$ cat src/logic/mpc_pkg.sv
// constants and state codes for the motor pwm pin control block
// Summary of operation
// reset pin low: restart, pwm pins high-z
// drive reset pin low on internal reset
// sample polarity and base frequency at init
// six pwm outputs, top and bottom per phase
// fault high disables pwm outputs at once
// retry interval runs only after fault low
// standalone: rate strobe low during conversion
// host mode: shared pin receives uart data
// standalone dead time clamped 0.5 to 6.0 us
// standalone retry wait clamped to ~53 s
// mode strap high standalone, low host
// outputs held off for retry wait, then on
// never both sides on; dead time inserted
`default_nettype none
package mpc_pkg;
   localparam int CLK_MHZ = 200;
   localparam int INIT_SETTLE_NS = 1000;
   localparam int INIT_SETTLE_CYC = (INIT_SETTLE_NS * CLK_MHZ + 999) / 1000;
   localparam int SETTLE_W = 8;
   localparam int DT_CODE_W = 8;
   localparam int DT_CNT_W = 13;
   localparam int DT_UNIT_NS = 125;
   localparam int DT_UNIT_CYC = DT_UNIT_NS * CLK_MHZ / 1000;
   localparam int DT_SA_MIN_NS = 500;
   localparam int DT_SA_MAX_NS = 6000;
   localparam logic [DT_CODE_W-1:0] DT_SA_MIN_CODE = DT_CODE_W'(DT_SA_MIN_NS / DT_UNIT_NS);
   localparam logic [DT_CODE_W-1:0] DT_SA_MAX_CODE = DT_CODE_W'(DT_SA_MAX_NS / DT_UNIT_NS);
   localparam int RETRY_W = 16;
   localparam int RETRY_UNIT_MS = 250;
   localparam int RETRY_SA_MAX_S = 53;
   localparam logic [RETRY_W-1:0] RETRY_SA_MAX_CODE =
      RETRY_W'(RETRY_SA_MAX_S * 1000 / RETRY_UNIT_MS);
   localparam int TICK_W = 26;
   localparam int RETRY_UNIT_CYC = RETRY_UNIT_MS * CLK_MHZ * 1000;
   localparam int PHASES = 3;
   localparam int PH_U = 0;
   localparam int PH_V = 1;
   localparam int PH_W = 2;

   typedef enum logic [5:0] {
      ST_STRAP = 6'h01,
      ST_POL = 6'h02,
      ST_FREQ = 6'h04,
      ST_RUN = 6'h08,
      ST_FAULT = 6'h10,
      ST_RETRY = 6'h20
   } mpc_state_type;
endpackage
`default_nettype wire

$ cat src/logic/mpc_phase_if.sv
// bundle between the pwm controller and its per-phase gate stages
`timescale 1ns/100ps
`default_nettype none
interface mpc_phase_if;
   logic enable;
   logic [mpc_pkg::DT_CNT_W-1:0] dead_cycles;
   logic [mpc_pkg::PHASES-1:0] demand;
   wire [mpc_pkg::PHASES-1:0] top_on;
   wire [mpc_pkg::PHASES-1:0] bot_on;
   modport ctrl (output enable, output dead_cycles, output demand, input top_on, input bot_on);
   modport gate (input enable, input dead_cycles, input demand, output top_on, output bot_on);
endinterface
`default_nettype wire

$ cat src/logic/mpc_phase_gate.sv
// one phase: complementary drive with dead time between sides
`timescale 1ns/100ps
`default_nettype none
module mpc_phase_gate #(
   parameter int PHASE = 0
) (
   input wire logic sys_clk_i,
   input wire logic reset_n_i,
   mpc_phase_if.gate bus
);
   logic side;
   logic top;
   logic bot;
   logic [mpc_pkg::DT_CNT_W-1:0] cnt;

   // break before make
   always_ff @(posedge sys_clk_i or negedge reset_n_i) begin
      if (!reset_n_i) begin
         side <= 1'b0;
         top <= 1'b0;
         bot <= 1'b0;
         cnt <= '0;
      end else if (!bus.enable || bus.demand[PHASE] != side) begin
         side <= bus.demand[PHASE];
         top <= 1'b0;
         bot <= 1'b0;
         cnt <= bus.dead_cycles;
      end else if (cnt != '0) begin
         cnt <= cnt - 1'b1;
      end else begin
         top <= side;
         bot <= ~side;
      end
   end

   assign bus.top_on[PHASE] = top;
   assign bus.bot_on[PHASE] = bot;
endmodule
`default_nettype wire

$ cat src/logic/mpc_top.sv
// pin-level pwm output, fault, retry and init strap control
`timescale 1ns/100ps
`default_nettype none
module mpc_top #(
   parameter int RETRY_TICK_CYCLES = mpc_pkg::RETRY_UNIT_CYC
) (
   input wire logic sys_clk_i,
   input wire logic reset_n_i,
   input wire logic reset_pin_i,
   output logic reset_pin_o,
   output logic reset_pin_oe_o,
   input wire logic clock_loss_i,
   input wire logic low_supply_i,
   input wire logic polarity_base_freq_select_i,
   input wire logic mode_strap_boost_strobe_i,
   output logic mode_strap_boost_strobe_o,
   output logic mode_strap_boost_strobe_oe_o,
   input wire logic boost_conversion_active_i,
   input wire logic system_fault_input_i,
   input wire logic pwm_rate_strobe_or_serial_rx_i,
   output logic pwm_rate_strobe_or_serial_rx_o,
   output logic pwm_rate_strobe_or_serial_rx_oe_o,
   input wire logic rate_conversion_active_i,
   output logic serial_rx_data_o,
   input wire logic [mpc_pkg::PHASES-1:0] phase_demand_i,
   input wire logic [mpc_pkg::DT_CODE_W-1:0] dead_time_code_i,
   input wire logic [mpc_pkg::RETRY_W-1:0] retry_time_code_i,
   output logic phase_u_high_side_out_o,
   output logic phase_u_high_side_out_oe_o,
   output logic phase_u_low_side_out_o,
   output logic phase_u_low_side_out_oe_o,
   output logic phase_v_high_side_out_o,
   output logic phase_v_high_side_out_oe_o,
   output logic phase_v_low_side_out_o,
   output logic phase_v_low_side_out_oe_o,
   output logic phase_w_high_side_out_o,
   output logic phase_w_high_side_out_oe_o,
   output logic phase_w_low_side_out_o,
   output logic phase_w_low_side_out_oe_o,
   output logic standalone_mode_o,
   output logic pwm_active_low_o,
   output logic base_freq_60_o,
   output logic fault_active_o,
   output logic pwm_running_o
);
   mpc_pkg::mpc_state_type state;
   mpc_pkg::mpc_state_type next_state;
   logic pin_reset;
   logic standalone;
   logic active_low;
   logic freq_60;
   logic [mpc_pkg::SETTLE_W-1:0] settle_cnt;
   logic settle_done;
   logic [mpc_pkg::DT_CODE_W-1:0] dt_code;
   logic [mpc_pkg::DT_CNT_W-1:0] dead_cycles;
   logic [mpc_pkg::RETRY_W-1:0] retry_code;
   logic [mpc_pkg::RETRY_W-1:0] retry_left;
   logic [mpc_pkg::TICK_W-1:0] tick_cnt;
   logic tick;
   logic [mpc_pkg::PHASES-1:0] hi_pin;
   logic [mpc_pkg::PHASES-1:0] lo_pin;
   logic pwm_oe;

   mpc_phase_if phase_bus ();

   // reset pin low acts as synchronous restart
   assign pin_reset = ~reset_pin_i;
   assign settle_done = (settle_cnt == mpc_pkg::SETTLE_W'(mpc_pkg::INIT_SETTLE_CYC - 1));
   assign tick = (tick_cnt == mpc_pkg::TICK_W'(RETRY_TICK_CYCLES - 1));

   // open-drain pull on internal reset sources
   always_ff @(posedge sys_clk_i or negedge reset_n_i) begin
      if (!reset_n_i) begin
         reset_pin_o <= 1'b0;
         reset_pin_oe_o <= 1'b0;
      end else begin
         reset_pin_o <= 1'b0;
         reset_pin_oe_o <= clock_loss_i | low_supply_i;
      end
   end

   // init settle timer between strap samples
   always_ff @(posedge sys_clk_i or negedge reset_n_i) begin
      if (!reset_n_i) begin
         settle_cnt <= '0;
      end else if (pin_reset || settle_done || !(state inside {mpc_pkg::ST_STRAP,
            mpc_pkg::ST_POL, mpc_pkg::ST_FREQ})) begin
         settle_cnt <= '0;
      end else begin
         settle_cnt <= settle_cnt + 1'b1;
      end
   end

   // mode strap sample
   always_ff @(posedge sys_clk_i or negedge reset_n_i) begin
      if (!reset_n_i) begin
         standalone <= 1'b0;
      end else if (pin_reset) begin
         standalone <= 1'b0;
      end else if (state == mpc_pkg::ST_STRAP && settle_done) begin
         standalone <= mode_strap_boost_strobe_i;
      end
   end

   // polarity then base frequency sample
   always_ff @(posedge sys_clk_i or negedge reset_n_i) begin
      if (!reset_n_i) begin
         active_low <= 1'b0;
         freq_60 <= 1'b0;
      end else if (pin_reset) begin
         active_low <= 1'b0;
         freq_60 <= 1'b0;
      end else if (settle_done && state == mpc_pkg::ST_POL) begin
         active_low <= polarity_base_freq_select_i;
      end else if (settle_done && state == mpc_pkg::ST_FREQ) begin
         freq_60 <= polarity_base_freq_select_i;
      end
   end

   // dead time clamp in standalone mode
   always_ff @(posedge sys_clk_i or negedge reset_n_i) begin
      if (!reset_n_i) begin
         dt_code <= mpc_pkg::DT_SA_MIN_CODE;
      end else if (standalone && dead_time_code_i < mpc_pkg::DT_SA_MIN_CODE) begin
         dt_code <= mpc_pkg::DT_SA_MIN_CODE;
      end else if (standalone && dead_time_code_i > mpc_pkg::DT_SA_MAX_CODE) begin
         dt_code <= mpc_pkg::DT_SA_MAX_CODE;
      end else begin
         dt_code <= dead_time_code_i;
      end
   end

   always_ff @(posedge sys_clk_i or negedge reset_n_i) begin
      if (!reset_n_i) begin
         dead_cycles <= '0;
      end else begin
         dead_cycles <= mpc_pkg::DT_CNT_W'(dt_code) *
            mpc_pkg::DT_CNT_W'(mpc_pkg::DT_UNIT_CYC);
      end
   end

   // retry wait clamp in standalone mode
   always_ff @(posedge sys_clk_i or negedge reset_n_i) begin
      if (!reset_n_i) begin
         retry_code <= '0;
      end else if (standalone && retry_time_code_i > mpc_pkg::RETRY_SA_MAX_CODE) begin
         retry_code <= mpc_pkg::RETRY_SA_MAX_CODE;
      end else begin
         retry_code <= retry_time_code_i;
      end
   end

   always_comb begin
      next_state = state;
      unique case (state)
         mpc_pkg::ST_STRAP: begin
            if (settle_done) next_state = mpc_pkg::ST_POL;
         end
         mpc_pkg::ST_POL: begin
            if (settle_done) next_state = mpc_pkg::ST_FREQ;
         end
         mpc_pkg::ST_FREQ: begin
            if (settle_done) next_state = mpc_pkg::ST_RUN;
         end
         mpc_pkg::ST_RUN: begin
            if (system_fault_input_i) next_state = mpc_pkg::ST_FAULT;
         end
         mpc_pkg::ST_FAULT: begin
            // wait for fault release
            if (!system_fault_input_i) next_state = mpc_pkg::ST_RETRY;
         end
         mpc_pkg::ST_RETRY: begin
            if (system_fault_input_i) begin
               next_state = mpc_pkg::ST_FAULT;
            end else if (retry_left == '0) begin
               next_state = mpc_pkg::ST_RUN;
            end
         end
         default: next_state = mpc_pkg::ST_STRAP;
      endcase
   end

   always_ff @(posedge sys_clk_i or negedge reset_n_i) begin
      if (!reset_n_i) begin
         state <= mpc_pkg::ST_STRAP;
      end else if (pin_reset) begin
         state <= mpc_pkg::ST_STRAP;
      end else begin
         state <= next_state;
      end
   end

   // retry wait countdown in units
   always_ff @(posedge sys_clk_i or negedge reset_n_i) begin
      if (!reset_n_i) begin
         retry_left <= '0;
         tick_cnt <= '0;
      end else if (state != mpc_pkg::ST_RETRY || system_fault_input_i) begin
         retry_left <= retry_code;
         tick_cnt <= '0;
      end else if (tick) begin
         tick_cnt <= '0;
         if (retry_left != '0) retry_left <= retry_left - 1'b1;
      end else begin
         tick_cnt <= tick_cnt + 1'b1;
      end
   end

   assign phase_bus.enable = (state == mpc_pkg::ST_RUN) && !system_fault_input_i;
   assign phase_bus.dead_cycles = dead_cycles;
   assign phase_bus.demand = phase_demand_i;

   // one gate stage per phase
   for (genvar p = 0; p < mpc_pkg::PHASES; p++) begin : g_phase
      mpc_phase_gate #(
         .PHASE(p)
      ) u_gate (
         .sys_clk_i(sys_clk_i),
         .reset_n_i(reset_n_i),
         .bus(phase_bus)
      );
   end

   // fault forces inactive level next edge
   always_ff @(posedge sys_clk_i or negedge reset_n_i) begin
      if (!reset_n_i) begin
         hi_pin <= '0;
         lo_pin <= '0;
      end else if (pin_reset || system_fault_input_i || state != mpc_pkg::ST_RUN) begin
         hi_pin <= {mpc_pkg::PHASES{active_low}};
         lo_pin <= {mpc_pkg::PHASES{active_low}};
      end else begin
         hi_pin <= phase_bus.top_on ^ {mpc_pkg::PHASES{active_low}};
         lo_pin <= phase_bus.bot_on ^ {mpc_pkg::PHASES{active_low}};
      end
   end

   // pwm pins high-z until init done
   always_ff @(posedge sys_clk_i or negedge reset_n_i) begin
      if (!reset_n_i) begin
         pwm_oe <= 1'b0;
      end else if (pin_reset) begin
         pwm_oe <= 1'b0;
      end else begin
         pwm_oe <= !(state inside {mpc_pkg::ST_STRAP, mpc_pkg::ST_POL, mpc_pkg::ST_FREQ});
      end
   end

   assign phase_u_high_side_out_o = hi_pin[mpc_pkg::PH_U];
   assign phase_u_low_side_out_o = lo_pin[mpc_pkg::PH_U];
   assign phase_v_high_side_out_o = hi_pin[mpc_pkg::PH_V];
   assign phase_v_low_side_out_o = lo_pin[mpc_pkg::PH_V];
   assign phase_w_high_side_out_o = hi_pin[mpc_pkg::PH_W];
   assign phase_w_low_side_out_o = lo_pin[mpc_pkg::PH_W];
   assign phase_u_high_side_out_oe_o = pwm_oe;
   assign phase_u_low_side_out_oe_o = pwm_oe;
   assign phase_v_high_side_out_oe_o = pwm_oe;
   assign phase_v_low_side_out_oe_o = pwm_oe;
   assign phase_w_high_side_out_oe_o = pwm_oe;
   assign phase_w_low_side_out_oe_o = pwm_oe;

   // shared pin direction by mode
   always_ff @(posedge sys_clk_i or negedge reset_n_i) begin
      if (!reset_n_i) begin
         pwm_rate_strobe_or_serial_rx_o <= 1'b1;
         pwm_rate_strobe_or_serial_rx_oe_o <= 1'b0;
         serial_rx_data_o <= 1'b1;
      end else if (pin_reset || !pwm_oe) begin
         pwm_rate_strobe_or_serial_rx_o <= 1'b1;
         pwm_rate_strobe_or_serial_rx_oe_o <= 1'b0;
         serial_rx_data_o <= 1'b1;
      end else if (standalone) begin
         // low while rate input converts
         pwm_rate_strobe_or_serial_rx_o <= ~rate_conversion_active_i;
         pwm_rate_strobe_or_serial_rx_oe_o <= 1'b1;
         serial_rx_data_o <= 1'b1;
      end else begin
         // pin receives host uart data
         pwm_rate_strobe_or_serial_rx_o <= 1'b1;
         pwm_rate_strobe_or_serial_rx_oe_o <= 1'b0;
         serial_rx_data_o <= pwm_rate_strobe_or_serial_rx_i;
      end
   end

   // boost strobe on the strap pin after init, in standalone mode only
   always_ff @(posedge sys_clk_i or negedge reset_n_i) begin
      if (!reset_n_i) begin
         mode_strap_boost_strobe_o <= 1'b1;
         mode_strap_boost_strobe_oe_o <= 1'b0;
      end else begin
         mode_strap_boost_strobe_o <= ~boost_conversion_active_i;
         mode_strap_boost_strobe_oe_o <= standalone && pwm_oe && !pin_reset;
      end
   end

   // status
   always_ff @(posedge sys_clk_i or negedge reset_n_i) begin
      if (!reset_n_i) begin
         standalone_mode_o <= 1'b0;
         pwm_active_low_o <= 1'b0;
         base_freq_60_o <= 1'b0;
         fault_active_o <= 1'b0;
         pwm_running_o <= 1'b0;
      end else begin
         standalone_mode_o <= standalone;
         pwm_active_low_o <= active_low;
         base_freq_60_o <= freq_60;
         fault_active_o <= state inside {mpc_pkg::ST_FAULT, mpc_pkg::ST_RETRY};
         pwm_running_o <= phase_bus.enable && !pin_reset;
      end
   end
endmodule
`default_nettype wire

$ cat config.mk
export PLATFORM = sky130hd
export DESIGN_NAME = mpc_top
export DESIGN_NICKNAME = d
export VERILOG_FILES = /design/src/logic/mpc_pkg.sv /design/src/logic/mpc_phase_if.sv /design/src/logic/mpc_phase_gate.sv /design/src/logic/mpc_top.sv
export SDC_FILE = /design/constraint.sdc
export NUM_CORES = 1
export LEC_CHECK = 0
export ABC_CLOCK_PERIOD_IN_PS = 6100
export BUFFER_PORTS_ARGS = -buffer_cell sky130_fd_sc_hd__buf_2
export CORE_ASPECT_RATIO = 0.7
export CORE_MARGIN = 5
export CORE_UTILIZATION = 53
export CTS_CLUSTER_SIZE = 20
export DETAILED_ROUTE_END_ITERATION = 8
export HOLD_SLACK_MARGIN = 0.06
export PLACE_DENSITY = 0.69
export SLEW_MARGIN = 30
export SYNTH_ARGS = -nofsm -noshare
export SYNTH_HDL_FRONTEND = slang
export SYNTH_SLANG_ARGS = --single-unit
$ cat constraint.sdc
create_clock -name sys_clk_i -period 6.1 [get_ports sys_clk_i]
set_input_delay 0.61 -clock sys_clk_i [delete_from_list [all_inputs] [get_ports sys_clk_i]]
set_output_delay 0.61 -clock sys_clk_i [all_outputs]
set_load 0.02 [all_outputs]
==> summary.txt <==
Most common cell in the netlist -> dfrtp_1
Post-synth top area cell -> dfrtp_1
Starting Density -> 54.7%
Die ar. -> 17900 µm²
Largest family of logic cells by synthesized area -> simple AND/OR/NAND/NOR gates
Minimum clock period -> 3.12 ns
IO Count -> 62
Power Density -> 318 nW/µm²
Status -> completed
Rows -> 37
CP cell instances -> ha_1 > nand3_1 > nor2_1 > nand4_1 > nand2_1 > nor2_1
Synth unique cells -> 51
Final wirelength -> 17.5 mm
Max Cap Viol -> 0
Setup crit end kind -> flip-flop
Clk_skew -> 0.0125 ns
Via count -> 6060
Clock network fraction of total power -> 36.9%
CP startpoint kind -> flip-flop
Worst r2r path cells -> 6
Sequential element share of the synthesized area -> 50.0%
Clk_lat worst skew -> 0.42 ns
Post-synthesis async set-or-reset flop share -> 100%
Pleak -> 4.03 nW
TritonCTS Buffers -> 17
Initial antenna violation count -> 0
Setup TNS Final -> 0 ns
Compound-Gate Fraction of Synth Area -> 7.15%
Core Area -> 14900 µm²
Worst r2r dst -> tick_cnt[20]
Reg2Reg Launch Point -> tick_cnt[0]
Number of DRC markers in iteration 0 -> 471
Largest net degree at the start of global routing -> 89
Largest stage delay on the critical path -> 0.95 ns
CTS Buffer Depth -> 2
CTS tree -> yes
Max-slew headroom -> 43.7%
Max Clk Rate -> 0.321 GHz
Post-synthesis adder-cell area fraction -> 6.13%
Req. time, crit path -> 6.36 ns
Ant. Diodes -> 0
Wire per inst -> 16.2 µm
Setup repair bufs after CTS -> 0
Vias in the first global route -> 6048
Pin slew with the least headroom to its limit -> 0.842 ns
CP Data Arrival Time -> 3.38 ns
DR vias/cell -> 5.60
Slew Limit Fails -> 0
Root buf cell -> clkbuf_16
Synth top cells by count -> 157 x dfrtp_1, 106 x nand2_1, 82 x nor2_1
Die height -> 114 µm
Post-Synth Simple-Gate Area -> 23.3%
Sw Ratio -> 30.0%
Seq pwr share -> 47.6%
Worst min path class -> input port to async pin
CP top delay family -> simple AND/OR/NAND/NOR gates
Share of the synthesized area in the top cell type -> 48.4%
Post-synthesis mux area share -> 0.739%
Synth Cell Area -> 8120 µm²
Total grt overflow -> 0
CP max FO -> 24
H-tree levels -> 4
Total internal power -> 2.03 mW
Synth top area cells -> dfrtp_1 48%, xnor2_1 7.0%, ha_1 5.4%
Post-synth EDFFs -> 0
VDD IR-drop max -> 189 µV
Synthesized Nets -> 905
Worst path bufs/invs -> 0
DR pass1 iterations -> 5
Sink Count -> 162
RSZ-0062 raised after global routing -> no
Net count, final -> 950
Most used cell, CP -> nor2_1
GP Congestion -> 0.817
Hold WS -> 0.224 ns
Hold buffers post-CTS -> 0
Slowest CP cell -> nand2_1
Final worst-path cycle share -> 51.1%
Area Overhead vs Synth -> 12.4%
Gate power share -> 15.6%
ANT nets after route -> 0
Setup violators final -> 0
Post_cts resized -> 0
Ys flop type -> dfrtp_1
Warnings from Yosys -> 0
Post-DP HPWL -> 12.6 mm
Net switching power -> 873 µW
GRT Resource Usage Total -> 20.3%
Avg Synthesized Cell Area -> 9.80 µm²
Final hold vios -> 0
Share of cells above drive strength 1 -> 13.2%
Final core utilization -> 61.4%
# DRC -> 0
Number of port buffers -> 60
Synth Instances -> 829
Crit Path Class -> flip-flop to flip-flop
First-pass GRT wire length -> 29.4 mm
Post-synthesis xor/xnor area fraction -> 9.49%
Flops & latches, synth -> 162
Chip width -> 158 µm
Clock transition at path regs -> 0.07 ns
FF-to-FF setup slack -> 2.98 ns
[worst register-to-register path: cells and delay by family (launching register included)]
| family | cells | cell delay [ns] |
|---|---|---|
| adders and majority gates | 1 | 0.20 |
| and+or+nand+nor | 5 | 2.37 |
| DFF | 1 | 0.40 |
[final cells by class]
type,instances,area (µm²)
tap,195,244
multi-input combinational,604,3800
sequential,162,4060
inverter,27,101
fill,1203,5730
timing repair buffer,62,325
clock buffer,18,439
clock inverter,14,153
[sequential cells by signal, summed over array words and instances, names as in the netlist, 3 cells and up]
signal,cells
g_phase.u_gate.cnt,39
tick_cnt,26
retry_code,16
retry_left,16
dead_cycles,13
dt_code,8
settle_cnt,8
state,6
g_phase.u_gate.bot,3
g_phase.u_gate.side,3
g_phase.u_gate.top,3
hi_pin,3
lo_pin,3
[layout by cell type, fill, tap and decap left out, drive strengths merged, types with 6 or more instances in the layout]
cell    count
nor4       24
or4        10
nor2b      14
or2         6
nand4       6
inv        32
xnor2      65
nand2     106
o21ai      47
nand3      35
o31ai      15
ha         35
and2       14
nand2b     10
dfrtp     157
nor3       30
nor2       86
xor2       23
a21oi      13
or3        11
buf        62
clkbuf     18
mux2i       6
and3       15
[kinds of logic after synthesis]
logic type	after synthesis
AOI/OAI and AO/OA	91
xor gates and xnor gates	88
adders and majority gates	38
buffers and inverters	63
DFF	162
muxes	6
other	1
and+or+nand+nor	380
[worst max-delay path by stage]
stage / startpoint / to / slack, ns / depth (start not counted)
global route: tick_cnt[0] / tick_cnt[19] / 2.74 / 6
finish: tick_cnt[0] / tick_cnt[20] / 2.98 / 6
CTS: dt_code[2] / dead_cycles[12] / 3.00 / 10
floorplan: dt_code[2] / dead_cycles[12] / 3.20 / 10
detailed placement: dt_code[2] / dead_cycles[12] / 3.02 / 10
global placement: dt_code[2] / dead_cycles[12] / 3.08 / 10
[metrics by stage]
stage | total power [mW] | instance area (µm²) | instances | setup slack, ns
2_1_floorplan | 1.69 | 8120 | 829 | 3.20
3_3_place_gp | 1.81 | 8530 | 1050 | 3.08
3_5_place_dp | 1.85 | 8530 | 1050 | 3.02
4_1_cts | 2.93 | 9120 | 1082 | 3.00
5_1_grt | 3.05 | 9130 | 1082 | 2.74
6_report | 2.91 | 9130 | 1082 | 2.98
[metal layers]
metal | track usage (%) | vias to the layer above | wire, µm
met5 | 0 | - | 0
met4 | 5.28 | 0 | 246
met3 | 3.79 | 23 | 778
met2 | 32.1 | 159 | 8160
met1 | 29.2 | 2960 | 8340
li1 | - | 2918 | -
[power by group through the flow]
stage | clock network [mW] | registers [mW] | logic, mW
floorplan | 0 | 1.33 | 0.360
global placement | 0 | 1.39 | 0.429
detailed placement | 0 | 1.39 | 0.454
CTS | 1.09 | 1.38 | 0.458
global route | 1.14 | 1.40 | 0.515
finish | 1.07 | 1.38 | 0.453
Power figures use the tool's default switching activity.
